`src/csc_pkg.sv`:
```
// Purpose: constants, field layouts and carrier types of the clock source control block
// Assumes: 16-bit register data, word-indexed register port, 100 MHz system clock
// Notes:   clock sources arrive as sampled levels and are switched on i_clk edges
package csc_pkg;

  // ----------------------------------------------------------------
  // clock and timing
  // ----------------------------------------------------------------
  localparam int unsigned CLK_MHZ         = 100;
  localparam int unsigned CLK_PERIOD_NS   = 10;
  localparam int unsigned INT_OSC_MHZ     = 10;
  localparam int unsigned INT_OSC_PERIOD_NS = 1000 / INT_OSC_MHZ;
  localparam int unsigned INT_OSC_HALF_CYC  = INT_OSC_PERIOD_NS / (2 * CLK_PERIOD_NS);
  localparam int unsigned MCLK_TIMEOUT_NS = 1000;
  localparam int unsigned MCLK_CYCLES     = (MCLK_TIMEOUT_NS + CLK_PERIOD_NS - 1) / CLK_PERIOD_NS;
  localparam int unsigned MCLK_CNT_W      = 8;

  // ----------------------------------------------------------------
  // register bus
  // ----------------------------------------------------------------
  localparam int unsigned ADDR_W = 4;
  localparam int unsigned DATA_W = 16;

  localparam logic [3:0] IDX_EXT_CLOCK   = 4'h0;
  localparam logic [3:0] IDX_PLL_STATUS  = 4'h1;
  localparam logic [3:0] IDX_CLOCK_CTRL  = 4'h2;
  localparam logic [3:0] IDX_LOCK_PERIOD = 4'h3;
  localparam logic [3:0] IDX_OSC1_TRIM   = 4'h4;
  localparam logic [3:0] IDX_OSC2_TRIM   = 4'h5;
  localparam logic [3:0] IDX_PLL_MULT    = 4'h6;
  localparam logic [3:0] IDX_GATE_A      = 4'h7;
  localparam logic [3:0] IDX_GATE_D      = 4'h8;
  localparam logic [3:0] IDX_DEBUG_PORT  = 4'h9;

  // ext_clock_register
  localparam int unsigned EXT_PIN_SEL_BIT = 6;
  // pll_status_reg
  localparam int unsigned PLL_LOCK_BIT    = 0;
  localparam int unsigned MISS_FLAG_BIT   = 3;
  localparam int unsigned DIV_LSB         = 7;
  localparam int unsigned REG_READY_BIT   = 15;
  localparam logic [1:0]  DIV_BY_4        = 2'h0;
  localparam logic [1:0]  DIV_BY_2        = 2'h2;
  localparam logic [1:0]  DIV_BY_1        = 2'h3;
  localparam logic [1:0]  DIV_RESET       = DIV_BY_4;
  // pll_multiplier_reg
  localparam logic [3:0]  PLL_MULT_MAX    = 4'hc;
  localparam logic [3:0]  PLL_MULT_RESET  = 4'h0;
  // pll_lock_period_reg
  localparam logic [15:0] LOCK_PERIOD_RESET = 16'hffff;
  // trim registers
  localparam logic [15:0] TRIM_RESET      = 16'h0000;
  // periph_clock_gate_reg_a
  localparam int unsigned GATE_HIGH_RES_PWM_BIT  = 0;
  localparam int unsigned GATE_LIN_BIT    = 1;
  localparam logic [15:0] GATE_A_MASK     = 16'h0003;
  localparam logic [15:0] GATE_A_RESET    = 16'h0000;
  // periph_clock_gate_reg_d: comparators 2:0, timers 10:8, gpio input 13, accelerator 14
  localparam int unsigned GATE_TMR2_BIT   = 10;
  localparam int unsigned GATE_GPIO_BIT   = 13;
  localparam logic [15:0] GATE_D_MASK     = 16'h6707;
  localparam logic [15:0] GATE_D_RESET    = 16'h2700;
  // debug_port_enable_reg
  localparam logic [15:0] DEBUG_RESET     = 16'h0001;

  // source selector codes
  localparam logic [1:0] SRC_INT1 = 2'h0;
  localparam logic [1:0] SRC_INT2 = 2'h1;
  localparam logic [1:0] SRC_XTAL = 2'h2;
  localparam logic [1:0] SRC_EXT  = 2'h3;

  // ----------------------------------------------------------------
  // carriers
  // ----------------------------------------------------------------
  typedef struct packed {
    logic ext;
    logic xtal;
    logic int2;
    logic int1;
  } csc_src_t;

  typedef struct packed {
    logic [1:0] spare;
    logic       mclk_rst_wd;
    logic       ext_off;
    logic       xtal_off;
    logic       wd_halt_ign;
    logic       int2_halt_ign;
    logic       int2_off;
    logic       int1_halt_ign;
    logic       int1_off;
    logic [1:0] tmr2_src;
    logic [1:0] wd_src;
    logic [1:0] osc_src;
  } csc_clk_ctl_t;

  localparam logic [15:0] CLK_CTL_MASK  = 16'h3fff;
  localparam logic [15:0] CLK_CTL_RESET = 16'h0000;

  typedef enum logic [1:0] {
    PLL_IDLE,
    PLL_WAIT,
    PLL_LOCKED
  } csc_pll_state_t;

  function automatic logic csc_pick(input csc_src_t src, input logic [1:0] sel);
    logic [3:0] v;
    v = src;
    return v[sel];
  endfunction

endpackage

```
`src/csc_clk_switch.sv`:
```
// Purpose: glitch-free selection of one of four sampled clock levels
// Assumes: source levels are synchronous to i_clk
// Notes:   the selection moves only while both the output and the new source are low
`timescale 1ns/1ps
`default_nettype none
module csc_clk_switch
  import csc_pkg::*;
(
  input  wire logic       i_clk,
  input  wire logic       i_nrst,
  input  wire csc_src_t   i_src,
  input  wire logic [1:0] i_sel,
  input  wire logic       i_en,
  output logic            o_clk,
  output logic [1:0]      o_sel
);

  logic [1:0] sel_q;
  logic [1:0] sel_d;
  logic       clk_q;
  logic       clk_d;

  always_comb begin
    sel_d = sel_q;
    if (!clk_q && !csc_pick(i_src, i_sel)) begin
      sel_d = i_sel;
    end
    clk_d = i_en & csc_pick(i_src, sel_d);
  end

  always_ff @(posedge i_clk or negedge i_nrst) begin
    if (!i_nrst) begin
      sel_q <= SRC_INT1;
      clk_q <= 1'b0;
    end else begin
      sel_q <= sel_d;
      clk_q <= clk_d;
    end
  end

  assign o_clk = clk_q;
  assign o_sel = sel_q;

endmodule
`default_nettype wire

```
`src/csc_clock_source_control.sv`:
```
// Purpose: clock source selection, post-divider, pll lock, missing clock and gating control
// Assumes: all source levels and strobes synchronous to i_clk; read data one cycle after strobe
// Notes:   oscillator levels are sampled, so a source must be well below half the clock rate
`timescale 1ns/1ps
`default_nettype none
module csc_clock_source_control
  import csc_pkg::*;
(
  input  wire logic              i_clk,
  input  wire logic              i_nrst,
  input  wire logic [ADDR_W-1:0] i_addr,
  input  wire logic [DATA_W-1:0] i_wdata,
  input  wire logic              i_wr,
  input  wire logic              i_rd,
  output logic      [DATA_W-1:0] o_rdata,
  input  wire logic              i_int1_osc,
  input  wire logic              i_int2_osc,
  input  wire logic              i_xtal_osc,
  input  wire logic              i_ext_pin_a,
  input  wire logic              i_ext_pin_b,
  input  wire logic              i_halt,
  input  wire logic              i_reg_ready,
  input  wire logic              i_nmi_wd_expired,
  output logic                   o_oscillator_clock,
  output logic                   o_cpu_clock,
  output logic                   o_watchdog_clock,
  output logic                   o_timer2_clock,
  output logic                   o_ext_clk_pin_select,
  output logic                   o_int1_enable,
  output logic                   o_int2_enable,
  output logic                   o_xtal_enable,
  output logic                   o_ext_enable,
  output logic      [15:0]       o_osc1_trim,
  output logic      [15:0]       o_osc2_trim,
  output logic      [3:0]        o_pll_mult,
  output logic                   o_pll_enable,
  output logic                   o_missing_clock_reset_n,
  output logic      [15:0]       o_periph_gate_a,
  output logic      [15:0]       o_periph_gate_d,
  output logic                   o_gpio_input_reset,
  output logic                   o_debug_port_enable
);

  // ----------------------------------------------------------------
  // register state
  // ----------------------------------------------------------------
  logic           ext_sel_q,  ext_sel_d;
  logic [1:0]     div_sel_q,  div_sel_d;
  logic           miss_q,     miss_d;
  logic           rdy_gate_q, rdy_gate_d;
  csc_clk_ctl_t   ctl_q,      ctl_d;
  logic [15:0]    lock_prd_q, lock_prd_d;
  logic [15:0]    trim1_q,    trim1_d;
  logic [15:0]    trim2_q,    trim2_d;
  logic [3:0]     mult_q,     mult_d;
  logic [15:0]    gate_a_q,   gate_a_d;
  logic [15:0]    gate_d_q,   gate_d_d;
  logic [15:0]    dbg_q,      dbg_d;
  logic [15:0]    rdata_q,    rdata_d;

  csc_pll_state_t pll_st_q,   pll_st_d;
  logic [15:0]    lock_cnt_q, lock_cnt_d;
  logic           pll_en_q,   pll_en_d;

  logic [MCLK_CNT_W-1:0] mc_cnt_q, mc_cnt_d;
  logic           mc_prev_q,  mc_prev_d;
  logic           mrst_n_q,   mrst_n_d;
  logic           fail;

  logic [1:0]     div_cur_q,  div_cur_d;
  logic [1:0]     div_cnt_q,  div_cnt_d;
  logic           cpu_q,      cpu_d;
  logic           osc_prev_q, osc_prev_d;

  logic           wr_ctl;
  logic [15:0]    status_view;
  csc_src_t       src;
  logic           osc_clk;
  logic           wd_clk;
  logic           t2_clk;
  logic [1:0]     osc_sel_cur;
  logic           wd_en;

  // ----------------------------------------------------------------
  // source sampling and gating
  // ----------------------------------------------------------------
  always_comb begin
    src.int1 = i_int1_osc;
    src.int2 = i_int2_osc;
    src.xtal = i_xtal_osc;
    src.ext  = ext_sel_q ? i_ext_pin_b : i_ext_pin_a;
  end

  assign wd_en = !(i_halt && !ctl_q.wd_halt_ign);

  csc_clk_switch u_osc_sw (
    .i_clk  (i_clk),
    .i_nrst (i_nrst),
    .i_src  (src),
    .i_sel  (ctl_q.osc_src),
    .i_en   (1'b1),
    .o_clk  (osc_clk),
    .o_sel  (osc_sel_cur)
  );

  csc_clk_switch u_wd_sw (
    .i_clk  (i_clk),
    .i_nrst (i_nrst),
    .i_src  (src),
    .i_sel  (ctl_q.wd_src),
    .i_en   (wd_en),
    .o_clk  (wd_clk),
    .o_sel  ()
  );

  csc_clk_switch u_t2_sw (
    .i_clk  (i_clk),
    .i_nrst (i_nrst),
    .i_src  (src),
    .i_sel  (ctl_q.tmr2_src),
    .i_en   (gate_d_q[GATE_TMR2_BIT]),
    .o_clk  (t2_clk),
    .o_sel  ()
  );

  // ----------------------------------------------------------------
  // missing clock detection
  // ----------------------------------------------------------------
  always_comb begin
    mc_prev_d = csc_pick(src, osc_sel_cur);
    mc_cnt_d  = mc_cnt_q;
    fail      = 1'b0;
    if (mc_prev_d != mc_prev_q) begin
      mc_cnt_d = '0;
    end else if (mc_cnt_q == MCLK_CNT_W'(MCLK_CYCLES - 1)) begin
      fail     = 1'b1;
      mc_cnt_d = '0;
    end else begin
      mc_cnt_d = mc_cnt_q + 1'b1;
    end
    mrst_n_d = ctl_q.mclk_rst_wd ? !i_nmi_wd_expired : !fail;
  end

  // ----------------------------------------------------------------
  // register file
  // ----------------------------------------------------------------
  assign wr_ctl = i_wr && (i_addr == IDX_CLOCK_CTRL);

  always_comb begin
    status_view = '0;
    status_view[PLL_LOCK_BIT]         = (pll_st_q == PLL_LOCKED);
    status_view[MISS_FLAG_BIT]        = miss_q;
    status_view[DIV_LSB +: 2]         = div_sel_q;
    status_view[REG_READY_BIT]        = rdy_gate_q;
  end

  always_comb begin
    ext_sel_d  = ext_sel_q;
    div_sel_d  = div_sel_q;
    miss_d     = miss_q;
    rdy_gate_d = rdy_gate_q;
    ctl_d      = ctl_q;
    lock_prd_d = lock_prd_q;
    trim1_d    = trim1_q;
    trim2_d    = trim2_q;
    mult_d     = mult_q;
    gate_a_d   = gate_a_q;
    gate_d_d   = gate_d_q;
    dbg_d      = dbg_q;
    rdata_d    = '0;
    if (i_wr) begin
      case (i_addr)
        IDX_EXT_CLOCK:   ext_sel_d  = i_wdata[EXT_PIN_SEL_BIT];
        IDX_PLL_STATUS: begin
          div_sel_d  = i_wdata[DIV_LSB +: 2];
          rdy_gate_d = i_wdata[REG_READY_BIT];
          if (i_wdata[MISS_FLAG_BIT]) begin
            miss_d = 1'b0;
          end
        end
        IDX_CLOCK_CTRL:  ctl_d      = i_wdata & CLK_CTL_MASK;
        IDX_LOCK_PERIOD: lock_prd_d = i_wdata;
        IDX_OSC1_TRIM:   trim1_d    = i_wdata;
        IDX_OSC2_TRIM:   trim2_d    = i_wdata;
        IDX_PLL_MULT: begin
          if (i_wdata[3:0] <= PLL_MULT_MAX && i_wdata[15:4] == '0) begin
            mult_d = i_wdata[3:0];
          end
        end
        IDX_GATE_A:      gate_a_d   = i_wdata & GATE_A_MASK;
        IDX_GATE_D:      gate_d_d   = i_wdata & GATE_D_MASK;
        IDX_DEBUG_PORT:  dbg_d      = {15'h0000, i_wdata[0]};
        default: ;
      endcase
    end
    // hardware failover beats a software write of the same cycle
    if (fail && osc_sel_cur != SRC_INT1) begin
      ctl_d.osc_src = SRC_INT1;
    end
    if (fail) begin
      miss_d = (osc_sel_cur != SRC_INT2);
    end
    if (i_rd) begin
      case (i_addr)
        IDX_EXT_CLOCK:   rdata_d = {9'h000, ext_sel_q, 6'h00};
        IDX_PLL_STATUS:  rdata_d = status_view;
        IDX_CLOCK_CTRL:  rdata_d = ctl_q;
        IDX_LOCK_PERIOD: rdata_d = lock_prd_q;
        IDX_OSC1_TRIM:   rdata_d = trim1_q;
        IDX_OSC2_TRIM:   rdata_d = trim2_q;
        IDX_PLL_MULT:    rdata_d = {12'h000, mult_q};
        IDX_GATE_A:      rdata_d = gate_a_q;
        IDX_GATE_D:      rdata_d = gate_d_q;
        IDX_DEBUG_PORT:  rdata_d = dbg_q;
        default:         rdata_d = '0;
      endcase
    end
  end

  // ----------------------------------------------------------------
  // pll lock wait
  // ----------------------------------------------------------------
  always_comb begin
    pll_st_d   = pll_st_q;
    lock_cnt_d = lock_cnt_q;
    case (pll_st_q)
      PLL_IDLE: begin
        pll_st_d   = PLL_WAIT;
        lock_cnt_d = lock_prd_q;
      end
      PLL_WAIT: begin
        if (lock_cnt_q == '0) begin
          pll_st_d = PLL_LOCKED;
        end else begin
          lock_cnt_d = lock_cnt_q - 1'b1;
        end
      end
      PLL_LOCKED: ;
      default: pll_st_d = PLL_IDLE;
    endcase
    if (i_wr && i_addr == IDX_PLL_MULT) begin
      pll_st_d   = PLL_WAIT;
      lock_cnt_d = lock_prd_q;
    end
    pll_en_d = rdy_gate_q ? i_reg_ready : 1'b1;
  end

  // ----------------------------------------------------------------
  // post-divider
  // ----------------------------------------------------------------
  always_comb begin
    osc_prev_d = osc_clk;
    div_cur_d  = div_cur_q;
    div_cnt_d  = div_cnt_q;
    cpu_d      = cpu_q;
    if (!cpu_q && !osc_clk && div_cnt_q == 2'h0) begin
      div_cur_d = div_sel_q;
    end
    case (div_cur_q)
      DIV_BY_1: cpu_d = osc_clk;
      DIV_BY_2: begin
        if (osc_clk && !osc_prev_q) begin
          cpu_d = !cpu_q;
        end
      end
      default: begin
        if (osc_clk && !osc_prev_q) begin
          div_cnt_d = div_cnt_q + 1'b1;
          if (div_cnt_q[0]) begin
            cpu_d = !cpu_q;
          end
        end
      end
    endcase
  end

  // ----------------------------------------------------------------
  // registers
  // ----------------------------------------------------------------
  always_ff @(posedge i_clk or negedge i_nrst) begin
    if (!i_nrst) begin
      ext_sel_q  <= 1'b0;
      div_sel_q  <= DIV_RESET;
      miss_q     <= 1'b0;
      rdy_gate_q <= 1'b0;
      ctl_q      <= CLK_CTL_RESET;
      lock_prd_q <= LOCK_PERIOD_RESET;
      trim1_q    <= TRIM_RESET;
      trim2_q    <= TRIM_RESET;
      mult_q     <= PLL_MULT_RESET;
      gate_a_q   <= GATE_A_RESET;
      gate_d_q   <= GATE_D_RESET;
      dbg_q      <= DEBUG_RESET;
      rdata_q    <= '0;
      pll_st_q   <= PLL_IDLE;
      lock_cnt_q <= '0;
      pll_en_q   <= 1'b0;
      mc_cnt_q   <= '0;
      mc_prev_q  <= 1'b0;
      mrst_n_q   <= 1'b1;
      div_cur_q  <= DIV_RESET;
      div_cnt_q  <= 2'h0;
      cpu_q      <= 1'b0;
      osc_prev_q <= 1'b0;
    end else begin
      ext_sel_q  <= ext_sel_d;
      div_sel_q  <= div_sel_d;
      miss_q     <= miss_d;
      rdy_gate_q <= rdy_gate_d;
      ctl_q      <= ctl_d;
      lock_prd_q <= lock_prd_d;
      trim1_q    <= trim1_d;
      trim2_q    <= trim2_d;
      mult_q     <= mult_d;
      gate_a_q   <= gate_a_d;
      gate_d_q   <= gate_d_d;
      dbg_q      <= dbg_d;
      rdata_q    <= rdata_d;
      pll_st_q   <= pll_st_d;
      lock_cnt_q <= lock_cnt_d;
      pll_en_q   <= pll_en_d;
      mc_cnt_q   <= mc_cnt_d;
      mc_prev_q  <= mc_prev_d;
      mrst_n_q   <= mrst_n_d;
      div_cur_q  <= div_cur_d;
      div_cnt_q  <= div_cnt_d;
      cpu_q      <= cpu_d;
      osc_prev_q <= osc_prev_d;
    end
  end

  // ----------------------------------------------------------------
  // outputs
  // ----------------------------------------------------------------
  assign o_rdata                 = rdata_q;
  assign o_oscillator_clock      = osc_clk;
  assign o_cpu_clock             = cpu_q;
  assign o_watchdog_clock        = wd_clk;
  assign o_timer2_clock          = t2_clk;
  assign o_ext_clk_pin_select    = ext_sel_q;
  assign o_osc1_trim             = trim1_q;
  assign o_osc2_trim             = trim2_q;
  assign o_pll_mult              = mult_q;
  assign o_pll_enable            = pll_en_q;
  assign o_missing_clock_reset_n = mrst_n_q;
  assign o_periph_gate_a         = gate_a_q;
  assign o_periph_gate_d         = gate_d_q;
  assign o_debug_port_enable     = dbg_q[0];

  // power-off, halt and gpio input reset controls, held in flip-flops for clean outputs
  logic int1_en_q;
  logic int2_en_q;
  logic xtal_en_q;
  logic ext_en_q;
  logic gpio_rst_q;

  always_ff @(posedge i_clk or negedge i_nrst) begin
    if (!i_nrst) begin
      int1_en_q <= 1'b1;
      int2_en_q <= 1'b1;
      xtal_en_q <= 1'b1;
      ext_en_q  <= 1'b1;
      gpio_rst_q <= 1'b0;
    end else begin
      int1_en_q <= !ctl_q.int1_off && !(i_halt && !ctl_q.int1_halt_ign);
      int2_en_q <= !ctl_q.int2_off && !(i_halt && !ctl_q.int2_halt_ign);
      xtal_en_q <= !ctl_q.xtal_off;
      ext_en_q  <= !ctl_q.ext_off;
      gpio_rst_q <= !gate_d_d[GATE_GPIO_BIT];
    end
  end

  assign o_int1_enable = int1_en_q;
  assign o_int2_enable = int2_en_q;
  assign o_xtal_enable = xtal_en_q;
  assign o_ext_enable  = ext_en_q;
  assign o_gpio_input_reset = gpio_rst_q;

endmodule
`default_nettype wire

```
`config.mk`:
```
export PLATFORM = sky130hd
export DESIGN_NAME = csc_clock_source_control
export DESIGN_NICKNAME = d
export VERILOG_FILES = /design/src/csc_pkg.sv /design/src/csc_clk_switch.sv /design/src/csc_clock_source_control.sv
export SDC_FILE = /design/constraint.sdc
export NUM_CORES = 1
export LEC_CHECK = 0
export BUFFER_PORTS_ARGS = -buffer_cell sky130_fd_sc_hd__buf_2
export CORE_MARGIN = 5
export CORE_UTILIZATION = 25
export DETAILED_ROUTE_END_ITERATION = 10
export HOLD_SLACK_MARGIN = 0.08
export REMOVE_ABC_BUFFERS = 1
export SLEW_MARGIN = 20
export SYNTH_ARGS = -nofsm -noshare
export SYNTH_HDL_FRONTEND = slang
export SYNTH_HIERARCHICAL = 1
export SYNTH_SLANG_ARGS = --single-unit
```
`constraint.sdc`:
```
create_clock -name i_clk -period 2.5 [get_ports i_clk]
set_input_delay 0.5 -clock i_clk [delete_from_list [all_inputs] [get_ports i_clk]]
set_output_delay 0.5 -clock i_clk [all_outputs]
set_load 0.05 [all_outputs]
```
==> results of run 1 <==
worst paths after layout:
check	cells past startpoint	slack, ps	endpoint
min in group asynchronous	2	600	o_osc2_trim[2]
worst min register to register	1	400	o_int1_enable
worst max register to register	8	180	lock_cnt_q[10]
worst min-delay path	2	240	o_missing_clock_reset_n
worst max-delay path	8	180	lock_cnt_q[10]
max in group asynchronous	3	1140	o_xtal_enable
state kept, by name, summed over array words and instances, names as in the netlist, 4 cells and up:
name	count
o_osc1_trim	16
lock_prd_q	16
lock_cnt_q	16
o_rdata	16
o_periph_gate_d	8
mc_cnt_q	8
ctl_q	14
o_osc2_trim	16
o_pll_mult	4
synthesized netlist by cell type, types with 5 or more instances:
library cell | count | area (um^2)
sky130_fd_sc_hd__a31oi_1 | 7 | 43.8
sky130_fd_sc_hd__o2bb2ai_1 | 5 | 43.8
sky130_fd_sc_hd__or3_1 | 5 | 31.3
sky130_fd_sc_hd__nor3_1 | 16 | 80.1
sky130_fd_sc_hd__mux2i_1 | 12 | 120
sky130_fd_sc_hd__inv_1 | 19 | 71.3
sky130_fd_sc_hd__nand2_1 | 39 | 146
sky130_fd_sc_hd__a22oi_1 | 22 | 165
sky130_fd_sc_hd__nand2b_1 | 7 | 43.8
sky130_fd_sc_hd__mux2_4 | 9 | 135
sky130_fd_sc_hd__clkbuf_1 | 21 | 78.8
sky130_fd_sc_hd__a21oi_1 | 35 | 175
sky130_fd_sc_hd__nor2b_1 | 6 | 37.5
sky130_fd_sc_hd__nor4_1 | 8 | 50.1
sky130_fd_sc_hd__buf_2 | 5 | 25.0
sky130_fd_sc_hd__dfrtp_1 | 121 | 3030
sky130_fd_sc_hd__nand3_1 | 13 | 65.1
sky130_fd_sc_hd__dfstp_2 | 26 | 683
sky130_fd_sc_hd__mux2_2 | 78 | 878
sky130_fd_sc_hd__o21ai_0 | 34 | 170
sky130_fd_sc_hd__nor2_1 | 40 | 150
sky130_fd_sc_hd__a2bb2oi_1 | 5 | 43.8
sky130_fd_sc_hd__buf_4 | 23 | 173
power by group through the flow:
stage / clock network, mW / logic, mW / registers [mW]
2_1_floorplan: 0 / 1.54 / 4.29
3_3_place_gp: 0 / 3.09 / 3.64
3_5_place_dp: 0 / 3.16 / 3.65
4_1_cts: 2.69 / 3.17 / 3.61
5_1_grt: 2.77 / 3.44 / 3.70
6_report: 2.63 / 3.16 / 3.62
per-layer routing:
metal	GRT usage [%]	vias to the layer above	wire length, um
li1	-	2436	-
met1	19.2	2639	10000
met2	20.3	171	9420
met3	3.25	27	1220
met4	4.03	0	374
met5	0	-	0
critical path: cells and delay by family, from the launching register on:
family / cells / cell delay (ps)
AO/OA/AOI/OAI: 3 / 740
AND/OR/NAND/NOR: 2 / 580
flip-flops: 1 / 390
buffers and inverters: 2 / 310
adder cells (fa/ha/maj): 1 / 190
cell type report:
| cell class | instances | area [um^2] |
|---|---|---|
| multi-input cells | 418 | 2970 |
| flip-flops and latches | 147 | 3710 |
| fillers | 2875 | 19000 |
| clock buffers | 17 | 425 |
| clock inverters | 15 | 170 |
| repair buffers | 141 | 827 |
| well taps | 378 | 473 |
| inverters | 20 | 75.1 |
cells by family (layout without fill, tap and decap cells):
logic type                 Yosys count  count (layout)
buffers and inverters               70             193
AOI/OAI and AO/OA                  133             133
and+or+nand+nor                    151             151
adders and majority gates            3               3
xor gates and xnor gates             8               8
DFF                                147             147
muxes                              100             100
other                                2              23
stage by stage:
step	cell area [um^2]	power, mW	hold slack (ps)
after floorplan	6750	5.83	204
after global placement	8040	6.73	406
after detailed placement	8040	6.81	409
after CTS	8650	9.47	218
after global routing	8650	9.91	235
final	8650	9.41	240
==> metrics.yaml, run 1 <==
yosys:
  yosys.cell_types.count: 53
  syn-cell-area_um2: 6950
  synth_edf_count: 0
  synth-compound-area-share_pct: 12.6
  post_synth_fa_ha_maj_area_fraction_pct: 0.540
  synth_top_family_by_area: "multiplexers"
  synth_sequential_area_ratio_pct: 53.4
  synth.mux.area_fraction_pct: 16.6
  netlist_instances: 614
  ys_seq_elements: 147
  post_synth_xor_area_fraction_pct: 1.01
  synthSimpleGateAreaFrac_pct: 10.6
  synth-async-reset-ratio_pct: 100
  synth.yosys.warnings: 6
  post_synth.cell_area_avg_um2: 11.3
  synth_ff_type: "sky130_fd_sc_hd__dfrtp_1"
pwr:
  sw_power_mw: 3.70
  powerDensity_nw_per_um2: 1090
  power_frac_comb_pct: 33.6
  internal_power_mw: 5.71
  pwr-share-seq_pct: 38.4
  power.clock.fraction_pct: 28.0
  leakage_component_of_the_power_nw: 3.92
  p_sw_share_pct: 39.3
  vdd.ir_drop.worst_mv: 0.536
timing:
  worst_slew_pin_slew_ps: 627
  fin_setup_tns_ps: 0
  count_of_final_max_slew_check_failures: 0
  relSlewSlack_pct: 58.1
  final.setup_skew_ps: 10.6
  final_min_period_over_clock_period_pct: 92.9
  setup_repair_after_global_routing_missed_its_margin: "false"
  setup_slack_ps: 178
  clock.fmax_mhz: 431
  final_period_minus_worst_setup_slack_ps: 2320
  timing_hold_violations_final: 0
  timing.final.setup_violations: 0
placed_design:
  detailedPlace.worstSlack_ps: 150
  io_buffers: 106
  place.gp.congestion: 0.806
  hpwlAfterDp_um: 15400
  placedCellCount: 1103
hold_path:
  hp-class: "input port to flip-flop"
  hold_start: "i_nmi_wd_expired"
final_layout:
  layout_common_cells: "sky130_fd_sc_hd__dfrtp_1 (121), sky130_fd_sc_hd__buf_2 (105), sky130_fd_sc_hd__mux2_2 (78)"
  finish.cell_count_without_fillers: 1136
  finish.utilization_pct: 31.3
  area_delta_synth_final_pct: 24.4
  final_common_cell: "sky130_fd_sc_hd__dfrtp_1"
  diodes_inserted: 0
  final_layout_size_suffix_gt1_share_pct: 38.5
  final_net_count: 780
drt:
  routedWlPerCell_um: 18.5
  residual_drc_count: 0
  drt-total-wl_um: 21000
  firstDrtPassIters: 5
  drtAntennaViolNets: 0
  dr_total_vias: 5273
  detail_route.vias_per_cell: 4.64
  drt_first_iter_violations: 381
grt:
  first_pass_grt_wire_length_um: 32000
  grt.overflow.total: 0
  antenna_violations_before_repair: 0
  grt_start_max_net_pins: 57
  grt_usage_pct: 13.4
  vias_in_the_first_global_route: 5327
critical_path:
  critical_path.cell_chain: "inv_1 -> ha_1 -> nor3b_1 -> nand2_1 -> o41ai_4 -> inv_2 -> a21oi_1 -> o21ba_2"
  cp-end-kind: "flip-flop"
  cp_slowest_stage_delay_ps: 430
  cp_slowest_cell: "sky130_fd_sc_hd__o41ai_4"
  crit_start: "lock_cnt_q[0]"
  required_time_at_the_worst_slack_endpoint_ps: 2810
  critical_path.startpoint_type: "flip-flop"
  critical_setup_path_class: "flip-flop to flip-flop"
  timing.critical_path.fanout_max: 14
  timing.rr.start: "lock_cnt_q[0]"
  worst-endpoint-arrival_ps: 2640
die:
  placement_rows: 61
  area_inside_the_core_boundary_um2: 27600
  boundaryPins: 129
  die_height_um: 177
  die_w_um: 177
  die_area_um2: 31200
  floorplan.initialDensity_pct: 25.2
cts:
  worst_skew_pair.late_latency_ps: 440
  cts_resized: 0
  cts_inserted_buffers: 17
  cts_setup_buffers: 0
  holdBufCountCts: 1
  max-clock-path-buffers: 2
  clock-root-buffer: "sky130_fd_sc_hd__clkbuf_16"
  cts_tree: "done"
  cts_sinks: 147
  cts.htree.levels: 4
  cts.reportedPaths.clkPinSlew_ps: 70
status:
  run_status: "finished, final reports clean"
run:
  drv.max_cap_violation_count: 0
Power figures use the tool's default switching activity.
==> run 2, diff against run 1 <==
- clock period: 2.5 -> 2.05 ns (I/O delays scaled with it)
==> metrics.yaml, run 2 (same netlist as run 1, synthesis figures left out) <==
status:
  run_status: "finished, violations left"
  failed_checks: "negative setup slack"
placed_design:
  hpwlAfterDp_um: 16000
  dpl_cell_area_um2: 8300
  placedCellCount: 1137
  detailedPlace.worstSlack_ps: -207
  io_buffers: 106
  place.gp.congestion: 0.842
die:
  die_height_um: 177
  die_w_um: 177
  placement_rows: 61
  floorplan.initialDensity_pct: 25.2
  area_inside_the_core_boundary_um2: 27600
  die_area_um2: 31200
  boundaryPins: 129
pwr:
  vdd.ir_drop.worst_mv: 0.541
  power.clock.fraction_pct: 27.3
  sw_power_mw: 4.53
  p_sw_share_pct: 37.5
  pwr-share-seq_pct: 36.6
  internal_power_mw: 7.54
  powerDensity_nw_per_um2: 1330
  power_frac_comb_pct: 36.1
  leakage_component_of_the_power_nw: 4.14
critical_path:
  cp-end-kind: "flip-flop"
  critical_path.startpoint_type: "flip-flop"
  worst-endpoint-arrival_ps: 2460
  crit_start: "o_ext_clk_pin_select"
  critical_setup_path_class: "flip-flop to flip-flop"
  rr_endpoint: "u_osc_sw/o_clk"
  required_time_at_the_worst_slack_endpoint_ps: 2360
  critPathCapture: "u_osc_sw/o_clk"
  reg2reg_setup_slack_ps: -90
  worst-r2r-cell-count: 6
  timing.rr.start: "o_ext_clk_pin_select"
  timing.critical_path.fanout_max: 6
drt:
  residual_drc_count: 0
  dr_total_vias: 5499
  detail_route.vias_per_cell: 4.67
  routedWlPerCell_um: 18.4
  drt-total-wl_um: 21700
  drtAntennaViolNets: 0
  drt_first_iter_violations: 437
  firstDrtPassIters: 6
final_layout:
  finish.cell_count_without_fillers: 1177
  final_layout_size_suffix_gt1_share_pct: 42.7
  final_design_area_no_fill_um2: 9090
  area_delta_synth_final_pct: 30.7
  final_common_cell: "sky130_fd_sc_hd__dfrtp_1"
  finish.utilization_pct: 32.9
  diodes_inserted: 0
  layout_common_cells: "sky130_fd_sc_hd__dfrtp_1 (121), sky130_fd_sc_hd__buf_2 (105), sky130_fd_sc_hd__mux2_2 (77)"
  final_net_count: 821
run:
  drv.max_cap_violation_count: 0
timing:
  clock.fmax_mhz: 466
  fin_setup_tns_ps: -234
  setup_slack_ps: -94.6
  setup_repair_after_global_routing_missed_its_margin: "true"
  worst_slew_pin_slew_ps: 590
  timing_hold_violations_final: 0
  final.setup_skew_ps: 9.06
  relSlewSlack_pct: 60.5
  count_of_final_max_slew_check_failures: 0
  final_min_period_over_clock_period_pct: 105
  final_period_minus_worst_setup_slack_ps: 2140
  timing.final.setup_violations: 3
cts:
  cts_tree: "done"
  max-clock-path-buffers: 2
  cts.htree.levels: 4
  clock-root-buffer: "sky130_fd_sc_hd__clkbuf_16"
  cts_inserted_buffers: 17
  cts.reportedPaths.clkPinSlew_ps: 60
  worst_skew_pair.late_latency_ps: 430
  cts_sinks: 147
hold_path:
  hp-class: "input port to flip-flop"
  hold_start: "i_nmi_wd_expired"
grt:
  first_pass_grt_wire_length_um: 33100
  grt_start_max_net_pins: 54
  vias_in_the_first_global_route: 5384
  grt_usage_pct: 13.9
  antenna_violations_before_repair: 0
  grt.overflow.total: 0
run 2: changes by cell type in the layout (fill, tap and decap cells not counted), sizes merged:
cell	delta
buf	+39
inv	-6
clkinv	-4
clkbuf	+8
bufinv	+2
clkinvlp	+2
run 2: what timing repair did:
action,CTS,global route
hold buffers,1,0
endpoints found under the setup margin,7,24
buffers inserted,1,4
gates resized for setup,6,17
pin swaps,4,4
endpoints found under the hold margin,33,0
cloned,0,2
run 2: per-stage QoR:
stage	hold slack [ps]	total power, mW
6_report	153	12.1
5_1_grt	154	12.7
4_1_cts	129	11.9
3_5_place_dp	354	8.52
3_3_place_gp	351	8.45
2_1_floorplan	114	7.11
run 2: cell type report:
type	instances	area [um^2]
timing repair buffer	181	1160
tap	378	473
multi-input combinational	418	3050
clock inverter	8	153
fill	2792	18500
sequential	147	3710
inverter	20	75.1
clock buffer	24	462
timing repair inverter	1	7.51
run 2: worst min path at each step:
stage | end | slack [ps] | cells after the start
5_1_grt | o_missing_clock_reset_n | 150 | 2
3_3_place_gp | o_rdata[0] | 350 | 1
4_1_cts | o_missing_clock_reset_n | 130 | 2
6_report | o_missing_clock_reset_n | 150 | 2
2_1_floorplan | ctl_q[0] | 110 | 0
3_5_place_dp | o_rdata[0] | 350 | 1
run 2: power groups by stage:
stage / Combinational [mW] / Clock [mW] / Sequential (mW)
2_1_floorplan: 1.88 / 0 / 5.23
3_3_place_gp: 4.04 / 0 / 4.41
3_5_place_dp: 4.10 / 0 / 4.42
4_1_cts: 4.16 / 3.36 / 4.39
5_1_grt: 4.69 / 3.48 / 4.53
6_report: 4.35 / 3.30 / 4.42
run 2: metal layers:
metal  GRT usage, %  share of wire, %  up-vias  wire length (um)
li1               -                 -     2509                 -
met1           20.0                46     2779              9970
met2           21.4                47      193             10100
met3           3.35               6.3       18              1370
met4           2.84               1.1        0               247
met5              0                 0        -                 0
run 2: critical path, cell delays in order (launching register included):
cell                        delay (ps)
sky130_fd_sc_hd__dfrtp_1           390
sky130_fd_sc_hd__mux2_4            350
sky130_fd_sc_hd__mux2_4            280
sky130_fd_sc_hd__a2bb2oi_2         140
sky130_fd_sc_hd__mux2_4            320
sky130_fd_sc_hd__mux2_4            300
sky130_fd_sc_hd__o221a_1           260
==> run 3, diff against run 2 <==
- CORE_MARGIN: 5 -> 1
==> metrics.yaml, run 3 (same netlist as run 1, synthesis figures left out) <==
cts:
  max-clock-path-buffers: 2
  cts.htree.levels: 4
  worst_skew_pair.late_latency_ps: 430
  cts.reportedPaths.clkPinSlew_ps: 60
  cts_tree: "done"
  cts_sinks: 147
  cts_inserted_buffers: 17
  clock-root-buffer: "sky130_fd_sc_hd__clkbuf_16"
drt:
  residual_drc_count: 0
  routedWlPerCell_um: 17.9
  dr_total_vias: 5467
  detail_route.vias_per_cell: 4.67
  firstDrtPassIters: 5
  drtAntennaViolNets: 0
  drt_first_iter_violations: 429
  drt-total-wl_um: 21000
die:
  die_height_um: 169
  placement_rows: 60
  die_w_um: 169
  boundaryPins: 129
  area_inside_the_core_boundary_um2: 27100
  die_area_um2: 28500
  floorplan.initialDensity_pct: 25.7
timing:
  clock.fmax_mhz: 468
  setup_slack_ps: -86.1
  finalHoldWorstSlack_ps: 121
  setup_repair_after_global_routing_missed_its_margin: "true"
  count_of_final_max_slew_check_failures: 0
  final.setup_skew_ps: 10.7
  final_min_period_over_clock_period_pct: 104
  timing_hold_violations_final: 0
  final_period_minus_worst_setup_slack_ps: 2140
  timing.final.setup_violations: 8
critical_path:
  timing.critical_path.fanout_max: 7
  required_time_at_the_worst_slack_endpoint_ps: 2360
  critical_setup_path_class: "flip-flop to flip-flop"
  cp-end-kind: "flip-flop"
  cp_slowest_stage_delay_ps: 390
  worst-endpoint-arrival_ps: 2450
  cp_slowest_cell: "sky130_fd_sc_hd__dfrtp_1"
  crit_path_frequent_cell: "sky130_fd_sc_hd__mux2_4"
  critical_path.cell_chain: "mux2_4 -> mux2_4 -> a2bb2oi_2 -> mux2_4 -> mux2_4 -> o221a_1"
  critical_path.startpoint_type: "flip-flop"
hold_path:
  hp-class: "input port to flip-flop"
pwr:
  vdd.ir_drop.worst_mv: 0.839
  design_power_total_mw: 11.8
  leakage_component_of_the_power_nw: 4.16
  powerDensity_nw_per_um2: 1300
final_layout:
  final_common_cell: "sky130_fd_sc_hd__dfrtp_1"
  finish.utilization_pct: 33.5
  final_layout_size_suffix_gt1_share_pct: 43.8
  layout_common_cells: "sky130_fd_sc_hd__dfrtp_1 (121), sky130_fd_sc_hd__buf_2 (105), sky130_fd_sc_hd__mux2_2 (77)"
  final_net_count: 819
  area_delta_synth_final_pct: 30.7
grt:
  grt_usage_pct: 15.3
  first_pass_grt_wire_length_um: 32700
  grt_start_max_net_pins: 46
  grt.overflow.total: 0
  antenna_violations_before_repair: 1
  vias_in_the_first_global_route: 5316
status:
  failed_checks: "negative setup slack"
  run_status: "finished, violations left"
placed_design:
  hpwlAfterDp_um: 15200
  io_buffers: 106
  place.gp.congestion: 0.813
run:
  drv.max_cap_violation_count: 0
## run 3: cell type report
| type | count | area (um^2) |
|---|---|---|
| Antenna cell | 1 | 2.50 |
| Clock buffer | 19 | 443 |
| Clock inverter | 13 | 136 |
| Fill cell | 2741 | 18000 |
| Inverter | 20 | 75.1 |
| Multi-Input combinational cell | 418 | 3080 |
| Sequential cell | 147 | 3710 |
| Tap cell | 372 | 465 |
| Timing Repair Buffer | 180 | 1180 |
## run 3: routing by layer
layer | vias to the layer above | global-route usage (%) | wire length [um]
li1 | 2514 | - | -
met1 | 2735 | 21.8 | 9880
met2 | 196 | 22.7 | 9420
met3 | 22 | 4.16 | 1430
met4 | 0 | 4.03 | 274
met5 | - | 0 | 0
## run 3: worst max-delay path: cells and delay by family, from the launching register on
| family | cells | cell delay [ps] |
|---|---|---|
| AO/OA/AOI/OAI | 2 | 370 |
| multiplexers | 4 | 1260 |
| flip-flops | 1 | 390 |
## run 3: final timing paths
| kind | from | end | slack, ps | depth (start not counted) |
|---|---|---|---|---|
| min in group asynchronous | i_nrst | o_rdata[0] | 490 | 2 |
| max in group asynchronous | i_nrst | lock_prd_q[7] | 860 | 3 |
| min reg2reg | ctl_q[11] | o_xtal_enable | 420 | 1 |
| min | i_nmi_wd_expired | o_missing_clock_reset_n | 120 | 2 |
| max reg2reg | o_ext_clk_pin_select | u_wd_sw/o_clk | -90 | 6 |
| max | o_ext_clk_pin_select | u_wd_sw/o_clk | -90 | 6 |
## run 3: report_power, final
part	internal [mW]	switching, mW
registers	3.73	0.684
clock network	1.82	1.26
logic	1.71	2.63
total	7.26	4.57
## run 3: repair_timing
item | CTS | global route
pin swaps | 5 | 6
hold buffers | 1 | 0
buffers inserted | 0 | 4
setup endpoints to repair | 15 | 25
hold endpoints to repair | 37 | 0
gates resized for setup | 8 | 29
## run 3: per-stage QoR
step | worst slack (ps) | instance area [um^2] | instances | TNS [ps]
global placement | -177 | 8330 | 1132 | -1720
floorplan | -735 | 6750 | 585 | -16860
global route | -117 | 9080 | 1169 | -1100
CTS | -75.1 | 8970 | 1165 | -192
finish | -86.1 | 9080 | 1170 | -308
detailed placement | -198 | 8330 | 1132 | -1820
